**config.mk**
```make
export PLATFORM = sky130hd
export DESIGN_NAME = gcb_global_control
export DESIGN_NICKNAME = d
export VERILOG_FILES = /design/src/core/gcb_pkg.sv /design/src/core/gcb_global_control.sv
export SDC_FILE = /design/constraint.sdc
export NUM_CORES = 1
export LEC_CHECK = 0
export BUFFER_PORTS_ARGS = -buffer_cell sky130_fd_sc_hd__buf_4
export CAP_MARGIN = 20
export CORE_MARGIN = 2
export CORE_UTILIZATION = 40
export CTS_BUF_LIST = sky130_fd_sc_hd__clkbuf_4
export CTS_CLUSTER_DIAMETER = 60
export DETAILED_ROUTE_END_ITERATION = 12
export GPL_TIMING_DRIVEN = 0
export HOLD_SLACK_MARGIN = 0.1
export MAX_ROUTING_LAYER = met4
export SYNTH_ARGS = -nofsm -noshare
export SYNTH_HDL_FRONTEND = slang
export SYNTH_SLANG_ARGS = --single-unit
export TNS_END_PERCENT = 100
```
**constraint.sdc**
```tcl
create_clock -name SYS_CLK -period 2.2 [get_ports SYS_CLK]
set_input_delay 0.66 -clock SYS_CLK [delete_from_list [all_inputs] [get_ports SYS_CLK]]
set_output_delay 0.66 -clock SYS_CLK [all_outputs]
set_load 0.05 [all_outputs]
```
**src/core/gcb_pkg.sv**
```systemverilog
// Constants and types shared by the global control bank
package gcb_pkg;

    // ------------------------------------------------------------
    // Register offsets
    // ------------------------------------------------------------
    localparam logic [12:0] ADDR_GLOBAL_ENABLE_CONTROL = 13'h0003;
    localparam logic [12:0] ADDR_OUTPUT_PAIR_ENABLE = 13'h0004;
    localparam logic [12:0] ADDR_GLOBAL_MODE_CONTROL = 13'h0005;
    localparam logic [12:0] ADDR_ALARM_CLEAR = 13'h0006;
    localparam logic [12:0] ADDR_MISC_RESERVED = 13'h0007;
    localparam logic [12:0] ADDR_SCRATCHPAD = 13'h0008;
    localparam logic [12:0] ADDR_LOCK_SYNC_CONTROL = 13'h0009;

    // ------------------------------------------------------------
    // Reset values and field positions
    // ------------------------------------------------------------
    localparam logic [7:0] REG_RESET_VALUE = 8'h00;
    localparam logic [7:0] READ_UNMAPPED = 8'h00;

    localparam int BIT_RADIO_RESEED_ENABLE = 5;
    localparam int OSC_SELECT_LSB = 3;
    localparam int OSC_SELECT_MSB = 4;
    localparam int BIT_SYSREF_TIMER_ENABLE = 2;
    localparam int BIT_SECOND_LOOP_ENABLE = 1;
    localparam int BIT_FIRST_LOOP_ENABLE = 0;

    localparam int PAIR_FIELD_WIDTH = 7;

    localparam int SYNC_MODE_LSB = 6;
    localparam int SYNC_MODE_MSB = 7;
    localparam int BIT_REF_ONE_EXT_OSC = 5;
    localparam int BIT_REF_ZERO_RF_SYNC = 4;
    localparam int REF_PATH_WIDTH = 4;

    localparam int BIT_CLEAR_ALARMS = 0;
    localparam int BIT_LOCK_EVENT_SUPPRESS = 0;

    // ------------------------------------------------------------
    // Serial frame layout
    // ------------------------------------------------------------
    localparam int FRAME_COUNT_WIDTH = 5;
    localparam logic [4:0] HEADER_BITS = 5'h10;
    localparam logic [4:0] FRAME_BITS = 5'h18;
    localparam int HDR_READ_BIT = 15;
    localparam int HDR_ADDR_MSB = 12;

    typedef enum logic [1:0] {
        SYNC_MODE_OFF = 2'h0,
        SYNC_MODE_EVENT = 2'h1,
        SYNC_MODE_PULSE = 2'h2,
        SYNC_MODE_ALARM = 2'h3
    } gcb_sync_mode_t;

    typedef enum logic [1:0] {
        OSC_SEL_EXTERNAL = 2'h0,
        OSC_SEL_HIGH = 2'h1,
        OSC_SEL_LOW = 2'h2,
        OSC_SEL_UNUSED = 2'h3
    } gcb_osc_sel_t;

endpackage : gcb_pkg

```
**src/core/gcb_global_control.sv**
```systemverilog
// Global control register bank with serial control port and sync-pin logic
//
// Operation
// - Bit 5 enables radio reseeding of frame reference
// - Bit 2 enables internal frame-reference timer
// - Bit 1 is second loop master enable
// - Bit 0 is first loop master enable
// - Pair field bit n enables channels 2n, 2n+1
// - Sync mode 00 ignores pin; 01 syncs
// - Sync mode 10 pin requests pulse generator
// - Mode 11: alarm gives sync, else pulse
// - Mode bit 5 makes input one oscillator
// - Mode bit 4 makes input zero sync
// - Reference path bit k enables input k
// - Scratchpad stores and returns value, no effect
// - Suppress bit 0 clear: sync up divider at lock
// - Suppress bit 0 set: no sync at lock
module gcb_global_control #(
    parameter int CHANNELS = 14,
    parameter int REF_INPUTS = 4
) (
    // Clock and reset
    input wire logic SYS_CLK,
    input wire logic RESET_N,
    // Serial control port
    input wire logic SPI_SCLK,
    input wire logic SPI_CS_N,
    input wire logic SPI_SDI,
    output logic SPI_SDO,
    output logic SPI_SDO_OE,
    // Sync pin
    input wire logic SYNC_PIN,
    // Status from the clock core
    input wire logic ALARM_EVENT,
    input wire logic SECOND_LOOP_LOCKED,
    // Loop and timing controls
    output logic FIRST_LOOP_ENABLE,
    output logic SECOND_LOOP_ENABLE,
    output logic SYSREF_TIMER_ENABLE,
    output logic RADIO_RESEED_ENABLE,
    output logic OSC_INTERNAL_OFF,
    output logic OSC_HIGH_BAND_SEL,
    output logic OSC_LOW_BAND_SEL,
    // Channel and reference controls
    output logic [CHANNELS-1:0] CHANNEL_ENABLE,
    output logic [REF_INPUTS-1:0] REF_PATH_ENABLE,
    output logic REF_ONE_EXT_OSC,
    output logic REF_ZERO_RF_SYNC,
    // Events and alarms
    output logic ALARM_LATCHED,
    output logic SYNC_EVENT,
    output logic PULSE_GEN_REQUEST,
    output logic LOOP2_FEEDBACK_SYNC
);

    // ------------------------------------------------------------
    // Declarations
    // ------------------------------------------------------------
    typedef enum logic [1:0] {
        PH_IDLE,
        PH_HEADER,
        PH_DATA,
        PH_DONE
    } gcb_phase_t;

    localparam int PIN_COUNT = 4;
    localparam int PIN_SCLK = 0;
    localparam int PIN_CS_N = 1;
    localparam int PIN_SDI = 2;
    localparam int PIN_SYNC = 3;

    logic [PIN_COUNT-1:0] pin_meta_q;
    logic [PIN_COUNT-1:0] pin_sync_q;
    logic [PIN_COUNT-1:0] pin_prev_q;
    logic sclk_rise;
    logic sclk_fall;
    logic cs_active;
    logic sync_pin_rise;

    gcb_phase_t phase_q;
    logic [4:0] bit_cnt_q;
    logic [4:0] bit_cnt_d;
    logic [15:0] header_q;
    logic [7:0] data_q;
    logic [7:0] rd_shift_q;
    logic wr_pulse_q;

    logic [7:0] global_enable_control_q;
    logic [7:0] output_pair_enable_q;
    logic [7:0] global_mode_control_q;
    logic [7:0] alarm_clear_q;
    logic [7:0] misc_reserved_q;
    logic [7:0] scratchpad_q;
    logic [7:0] lock_sync_control_q;

    logic clear_alarms;
    logic lock_prev_q;
    gcb_pkg::gcb_sync_mode_t sync_mode;
    gcb_pkg::gcb_osc_sel_t osc_sel;

    // ------------------------------------------------------------
    // Decode helpers
    // ------------------------------------------------------------
    function automatic logic [12:0] hdr_addr(input logic [15:0] hdr);
        hdr_addr = hdr[gcb_pkg::HDR_ADDR_MSB:0];
    endfunction : hdr_addr

    function automatic logic [7:0] reg_read(input logic [12:0] addr);
        unique case (addr)
            gcb_pkg::ADDR_GLOBAL_ENABLE_CONTROL: reg_read = global_enable_control_q;
            gcb_pkg::ADDR_OUTPUT_PAIR_ENABLE: reg_read = output_pair_enable_q;
            gcb_pkg::ADDR_GLOBAL_MODE_CONTROL: reg_read = global_mode_control_q;
            gcb_pkg::ADDR_ALARM_CLEAR: reg_read = alarm_clear_q;
            gcb_pkg::ADDR_MISC_RESERVED: reg_read = misc_reserved_q;
            gcb_pkg::ADDR_SCRATCHPAD: reg_read = scratchpad_q;
            gcb_pkg::ADDR_LOCK_SYNC_CONTROL: reg_read = lock_sync_control_q;
            default: reg_read = gcb_pkg::READ_UNMAPPED;
        endcase
    endfunction : reg_read

    function automatic logic wr_hit(input logic [12:0] target);
        wr_hit = wr_pulse_q && (hdr_addr(header_q) == target);
    endfunction : wr_hit

    // ------------------------------------------------------------
    // Pin synchronisers
    // ------------------------------------------------------------
    // Every pin is asynchronous to SYS_CLK; edges are taken from stage two against stage three
    always_ff @(posedge SYS_CLK or negedge RESET_N)
    begin
        if (!RESET_N)
        begin
            // Idle pin levels, so no false select or edge follows reset
            pin_meta_q <= PIN_COUNT'(1 << PIN_CS_N);
            pin_sync_q <= PIN_COUNT'(1 << PIN_CS_N);
            pin_prev_q <= PIN_COUNT'(1 << PIN_CS_N);
        end
        else
        begin
            pin_meta_q <= {SYNC_PIN, SPI_SDI, SPI_CS_N, SPI_SCLK};
            pin_sync_q <= pin_meta_q;
            pin_prev_q <= pin_sync_q;
        end
    end

    assign cs_active = !pin_sync_q[PIN_CS_N];
    assign sclk_rise = pin_sync_q[PIN_SCLK] && !pin_prev_q[PIN_SCLK];
    assign sclk_fall = !pin_sync_q[PIN_SCLK] && pin_prev_q[PIN_SCLK];
    assign sync_pin_rise = pin_sync_q[PIN_SYNC] && !pin_prev_q[PIN_SYNC];
    assign bit_cnt_d = bit_cnt_q + 5'h01;

    // ------------------------------------------------------------
    // Serial frame engine
    // ------------------------------------------------------------
    // Oversampled port: SCLK must stay well below a quarter of SYS_CLK
    always_ff @(posedge SYS_CLK or negedge RESET_N)
    begin
        if (!RESET_N)
        begin
            phase_q <= PH_IDLE;
            bit_cnt_q <= 5'h00;
            header_q <= 16'h0000;
            data_q <= 8'h00;
            rd_shift_q <= 8'h00;
            wr_pulse_q <= 1'b0;
        end
        else
        begin
            wr_pulse_q <= 1'b0;
            if (!cs_active)
            begin
                phase_q <= PH_IDLE;
                bit_cnt_q <= 5'h00;
            end
            else
            begin
                unique case (phase_q)
                    PH_IDLE:
                    begin
                        phase_q <= PH_HEADER;
                    end
                    PH_HEADER:
                    begin
                        if (sclk_rise)
                        begin
                            header_q <= {header_q[14:0], pin_sync_q[PIN_SDI]};
                            bit_cnt_q <= bit_cnt_d;
                            if (bit_cnt_d == gcb_pkg::HEADER_BITS)
                            begin
                                phase_q <= PH_DATA;
                                rd_shift_q <= reg_read(hdr_addr({header_q[14:0],
                                    pin_sync_q[PIN_SDI]}));
                            end
                        end
                    end
                    PH_DATA:
                    begin
                        if (sclk_rise)
                        begin
                            data_q <= {data_q[6:0], pin_sync_q[PIN_SDI]};
                            bit_cnt_q <= bit_cnt_d;
                            if (bit_cnt_d == gcb_pkg::FRAME_BITS)
                            begin
                                phase_q <= PH_DONE;
                                wr_pulse_q <= !header_q[gcb_pkg::HDR_READ_BIT];
                            end
                        end
                        else if (sclk_fall)
                        begin
                            rd_shift_q <= {rd_shift_q[6:0], 1'b0};
                        end
                    end
                    PH_DONE:
                    begin
                        // Extra clocks after one byte are ignored until CS rises
                        phase_q <= PH_DONE;
                    end
                endcase
            end
        end
    end

    // Read data leaves on falling SCLK so the host samples it on the rising edge
    always_ff @(posedge SYS_CLK or negedge RESET_N)
    begin
        if (!RESET_N)
        begin
            SPI_SDO <= 1'b0;
            SPI_SDO_OE <= 1'b0;
        end
        else
        begin
            SPI_SDO_OE <= cs_active && (phase_q == PH_DATA) &&
                header_q[gcb_pkg::HDR_READ_BIT];
            if (sclk_fall && phase_q == PH_DATA)
            begin
                SPI_SDO <= rd_shift_q[7];
            end
        end
    end

    // ------------------------------------------------------------
    // Register file
    // ------------------------------------------------------------
    always_ff @(posedge SYS_CLK or negedge RESET_N)
    begin
        if (!RESET_N)
        begin
            global_enable_control_q <= gcb_pkg::REG_RESET_VALUE;
            output_pair_enable_q <= gcb_pkg::REG_RESET_VALUE;
            global_mode_control_q <= gcb_pkg::REG_RESET_VALUE;
            alarm_clear_q <= gcb_pkg::REG_RESET_VALUE;
            misc_reserved_q <= gcb_pkg::REG_RESET_VALUE;
            scratchpad_q <= gcb_pkg::REG_RESET_VALUE;
            lock_sync_control_q <= gcb_pkg::REG_RESET_VALUE;
        end
        else
        begin
            if (wr_hit(gcb_pkg::ADDR_GLOBAL_ENABLE_CONTROL))
                global_enable_control_q <= data_q;
            if (wr_hit(gcb_pkg::ADDR_OUTPUT_PAIR_ENABLE))
                output_pair_enable_q <= data_q;
            if (wr_hit(gcb_pkg::ADDR_GLOBAL_MODE_CONTROL))
                global_mode_control_q <= data_q;
            if (wr_hit(gcb_pkg::ADDR_ALARM_CLEAR))
                alarm_clear_q <= data_q;
            if (wr_hit(gcb_pkg::ADDR_MISC_RESERVED))
                misc_reserved_q <= data_q;
            if (wr_hit(gcb_pkg::ADDR_SCRATCHPAD))
                scratchpad_q <= data_q;
            if (wr_hit(gcb_pkg::ADDR_LOCK_SYNC_CONTROL))
                lock_sync_control_q <= data_q;
        end
    end

    // ------------------------------------------------------------
    // Control outputs
    // ------------------------------------------------------------
    assign osc_sel = gcb_pkg::gcb_osc_sel_t'(global_enable_control_q[gcb_pkg::OSC_SELECT_MSB:
        gcb_pkg::OSC_SELECT_LSB]);

    always_ff @(posedge SYS_CLK or negedge RESET_N)
    begin
        if (!RESET_N)
        begin
            FIRST_LOOP_ENABLE <= 1'b0;
            SECOND_LOOP_ENABLE <= 1'b0;
            SYSREF_TIMER_ENABLE <= 1'b0;
            RADIO_RESEED_ENABLE <= 1'b0;
            OSC_INTERNAL_OFF <= 1'b0;
            OSC_HIGH_BAND_SEL <= 1'b0;
            OSC_LOW_BAND_SEL <= 1'b0;
            REF_PATH_ENABLE <= '0;
            REF_ONE_EXT_OSC <= 1'b0;
            REF_ZERO_RF_SYNC <= 1'b0;
        end
        else
        begin
            FIRST_LOOP_ENABLE <= global_enable_control_q[gcb_pkg::BIT_FIRST_LOOP_ENABLE];
            SECOND_LOOP_ENABLE <= global_enable_control_q[gcb_pkg::BIT_SECOND_LOOP_ENABLE];
            SYSREF_TIMER_ENABLE <= global_enable_control_q[gcb_pkg::BIT_SYSREF_TIMER_ENABLE];
            RADIO_RESEED_ENABLE <= global_enable_control_q[gcb_pkg::BIT_RADIO_RESEED_ENABLE];
            OSC_INTERNAL_OFF <= (osc_sel == gcb_pkg::OSC_SEL_EXTERNAL);
            OSC_HIGH_BAND_SEL <= (osc_sel == gcb_pkg::OSC_SEL_HIGH);
            OSC_LOW_BAND_SEL <= (osc_sel == gcb_pkg::OSC_SEL_LOW);
            REF_PATH_ENABLE <= global_mode_control_q[REF_INPUTS-1:0];
            REF_ONE_EXT_OSC <= global_mode_control_q[gcb_pkg::BIT_REF_ONE_EXT_OSC];
            REF_ZERO_RF_SYNC <= global_mode_control_q[gcb_pkg::BIT_REF_ZERO_RF_SYNC];
        end
    end

    for (genvar ch = 0; ch < CHANNELS; ch++)
    begin : g_channel
        always_ff @(posedge SYS_CLK or negedge RESET_N)
        begin
            if (!RESET_N)
                CHANNEL_ENABLE[ch] <= 1'b0;
            else
                CHANNEL_ENABLE[ch] <= output_pair_enable_q[ch / 2];
        end
    end

    // ------------------------------------------------------------
    // Alarms and sync events
    // ------------------------------------------------------------
    // clear on write of one
    assign clear_alarms = wr_hit(gcb_pkg::ADDR_ALARM_CLEAR) && data_q[gcb_pkg::BIT_CLEAR_ALARMS];

    // A new alarm in the clearing cycle survives the clear
    always_ff @(posedge SYS_CLK or negedge RESET_N)
    begin
        if (!RESET_N)
            ALARM_LATCHED <= 1'b0;
        else if (ALARM_EVENT)
            ALARM_LATCHED <= 1'b1;
        else if (clear_alarms)
            ALARM_LATCHED <= 1'b0;
    end

    assign sync_mode = gcb_pkg::gcb_sync_mode_t'(global_mode_control_q[gcb_pkg::SYNC_MODE_MSB:
        gcb_pkg::SYNC_MODE_LSB]);

    always_ff @(posedge SYS_CLK or negedge RESET_N)
    begin
        if (!RESET_N)
        begin
            SYNC_EVENT <= 1'b0;
            PULSE_GEN_REQUEST <= 1'b0;
        end
        else
        begin
            SYNC_EVENT <= 1'b0;
            PULSE_GEN_REQUEST <= 1'b0;
            if (sync_pin_rise)
            begin
                unique case (sync_mode)
                    gcb_pkg::SYNC_MODE_OFF: SYNC_EVENT <= 1'b0;
                    gcb_pkg::SYNC_MODE_EVENT: SYNC_EVENT <= 1'b1;
                    gcb_pkg::SYNC_MODE_PULSE: PULSE_GEN_REQUEST <= 1'b1;
                    gcb_pkg::SYNC_MODE_ALARM:
                    begin
                        SYNC_EVENT <= ALARM_LATCHED;
                        PULSE_GEN_REQUEST <= !ALARM_LATCHED;
                    end
                endcase
            end
        end
    end

    // Lock status comes from the same clock domain, so no synchroniser
    always_ff @(posedge SYS_CLK or negedge RESET_N)
    begin
        if (!RESET_N)
        begin
            lock_prev_q <= 1'b0;
            LOOP2_FEEDBACK_SYNC <= 1'b0;
        end
        else
        begin
            lock_prev_q <= SECOND_LOOP_LOCKED;
            LOOP2_FEEDBACK_SYNC <= SECOND_LOOP_LOCKED && !lock_prev_q &&
                !lock_sync_control_q[gcb_pkg::BIT_LOCK_EVENT_SUPPRESS];
        end
    end

endmodule : gcb_global_control

```
==> impl_metrics.toml <==
[placed_design]
place_congestion = 0.829
dpl.hpwl_mm = 7.63
portBuffers = 40

[global_route]
grt_max_degree = 86
grt_pass1_wl_mm = 18.3
gr-usage-all-layers_pct = 17.1
grt_pass1_vias = 3488
grt-ovfl-total = 0
antenna_found_initial = 0

[timing]
tns_ps = 0
hold_violations = 0
worst_clock_skew_ps = 15.0
fin_crit_sh_pct = 97.2
slew_headroom_pct = 55.7
tightest_slew_ps = 655
setup_viol = 0
fmax_mhz = 468
min_period_ps = 2140
rsz0062_at_grt = "yes"
drv_slew = 0

[die]
core-area_um2 = 13800
dieArea_um2 = 15100
start_util_pct = 40.9
die_w_um = 123
die-height_um = 123
rows = 43
ioPinCount = 41

[layout]
antenna_cells = 0
multi_input_area_um2 = 2200
area_delta_synth_final_pct = 15.4
register_area_um2 = 3330
layout.nets = 495
drive_gt1_share_pct = 39.1
fillers = 1244

[clock_network]
cts.sinks = 133
cts-htree-levels = 4
root_buffer = "clkbuf_4"
insertion_delay_ps = 540
cts_buffers = 17
clk_pin_slew_ps = 110
cts_tree = "built"
clockBufferDepth = 2

[route]
viasPerCell = 5.19
via_count = 3490
finalWirelength_mm = 11.5
ant_nets = 0
wl_per_cell_um = 17.1
first_pass_iters = 6
route.detailed.drc = 0
drtIter0Drc = 253

[synthesis]
ys_warn_count = 0
syn_area_um2 = 5650
ys_seq_elements = 133
synth_ff_type = "dfrtp_1"
yosysSeqAreaShare_pct = 59.0
synth_edf_count = 0
syn_area_per_cell_um2 = 13.5
synthTopCellsByCount = "dfrtp_1, mux2_2, nand2_1, o21ai_0"
yosysTopAreaCell = "dfrtp_1"
ys_top_cells_by_area = "dfrtp_1, mux2_2, nand2_1"
syn-num-nets = 433
ys_types = 55
synth_top_area_share_pct = 58.0
synthArstFlopShare_pct = 100
yosysMostFrequentCell = "dfrtp_1"
syn_inst = 420

[power_and_ir_drop]
p_leak_nw = 3.19
power_density_nw_per_um2 = 769
p_total_mw = 5.01
vdd_drop_max_mv = 0.399

[setup_path]
endpoint_kind = "flip-flop"
arrival_ps = 2570
crit_fanout = 10
cpLargestDelayFamily = "multiplexers"
crit_top_cell = "buf_2"
crit_chain = "buf_2 -> buf_2 -> mux4_2 -> a221oi_2 -> o21ai_0 -> mux2_2"
crit_path_start_kind = "flip-flop"
crit_path_max_incr_delay_ps = 380
cp.required_ps = 2630
path_buf_inv = 2
path_class = "flip-flop to flip-flop"
crit_slowest_cell = "a221oi_2"

[status]
outcome = "finished clean"

[run]
cap_violations = 0

[hold_path]
hold_path.class = "input port to flip-flop"
placed cells by master (no fill, tap or decap), types with 5 or more instances in the layout:
master       n
and3_1       6
o21ai_1      5
inv_1        6
mux2_4       7
dfrtp_1    131
a222oi_1     5
nand2_1     31
a2bb2oi_1    5
a21oi_1      6
buf_4       47
mux2_2      77
nor3_1       6
nand2b_1     6
ha_1         5
nor2_1      10
and3b_1     10
nand3b_1     6
o21ai_0     14
nor2b_1      6
buf_2        9
clkbuf_4    18
flip-flops by register name (all words and copies together), names as in the netlist, 5 cells and up:
register	cells
lock_sync_control_q	8
misc_reserved_q	8
rd_shift_q	8
global_mode_control_q	8
bit_cnt_q	5
output_pair_enable_q	8
CHANNEL_ENABLE	7
header_q	16
data_q	8
scratchpad_q	8
global_enable_control_q	8
alarm_clear_q	8
metrics by stage:
stage	cells	hold slack [ps]	worst slack [ps]	instance area, µm²	util (%)
after floorplan	420	331	282	5650	-
after global placement	640	332	-258	6170	44.7
after detailed placement	641	339	-275	6210	44.9
after CTS	671	169	0.427	6480	46.8
after global routing	673	147	-26.1	6520	47.2
final	673	218	61.0	6520	47.2
path summary, 6_finish.rpt:
check,startpoint,slack [ps],endpoint,cells past startpoint
max,header_q[0],60,rd_shift_q[6],6
min,SPI_SDI,220,pin_meta_q[2],1
max reg2reg,header_q[0],60,rd_shift_q[6],6
min reg2reg,pin_meta_q[2],360,pin_sync_q[2],0
max in group asynchronous,RESET_N,790,pin_sync_q[1],3
min in group asynchronous,RESET_N,620,global_mode_control_q[6],2
cells by family after synthesis:
| group | after synthesis | synth area share (%) |
|---|---|---|
| flip-flops | 133 | 59.0 |
| AND/OR/NAND/NOR | 109 | 11.9 |
| multiplexers | 89 | 18.3 |
| AO/OA/AOI/OAI | 50 | 6.27 |
| buffers and inverters | 30 | 2.79 |
| adder cells (fa/ha/maj) | 5 | 1.11 |
| XOR/XNOR | 4 | 0.620 |
power by group:
part           internal [mW]  switching [mW]
clock                  0.537           0.837
sequential              2.53          0.0987
combinational          0.405           0.601
total                   3.47            1.54
routing by layer:
metal  vias up  global-route usage, %  routed length [µm]
li1       1639                      -                   -
met1      1760                   22.2                5350
met2        71                   25.1                5370
met3        20                   4.88                 515
met4         0                   7.11                 261
met5         -                      -                   0
what timing repair did:
item / CTS / global route
setup endpoints to repair: 19 / 38
gates resized for setup: 8 / 9
endpoints found under the hold margin: 48 / 0
hold buffers: 1 / 0
setup buffers: 0 / 2
pin swaps: 1 / 2
area by class of cell:
type,count,area share [%]
sequential,133,51.1
multi-input combinational,257,33.8
timing repair buffer,44,5.66
tap,180,3.45
buffer,23,2.17
clock buffer,18,2.07
clock inverter,12,1.40
inverter,6,0.345
Power figures use the tool's default switching activity.
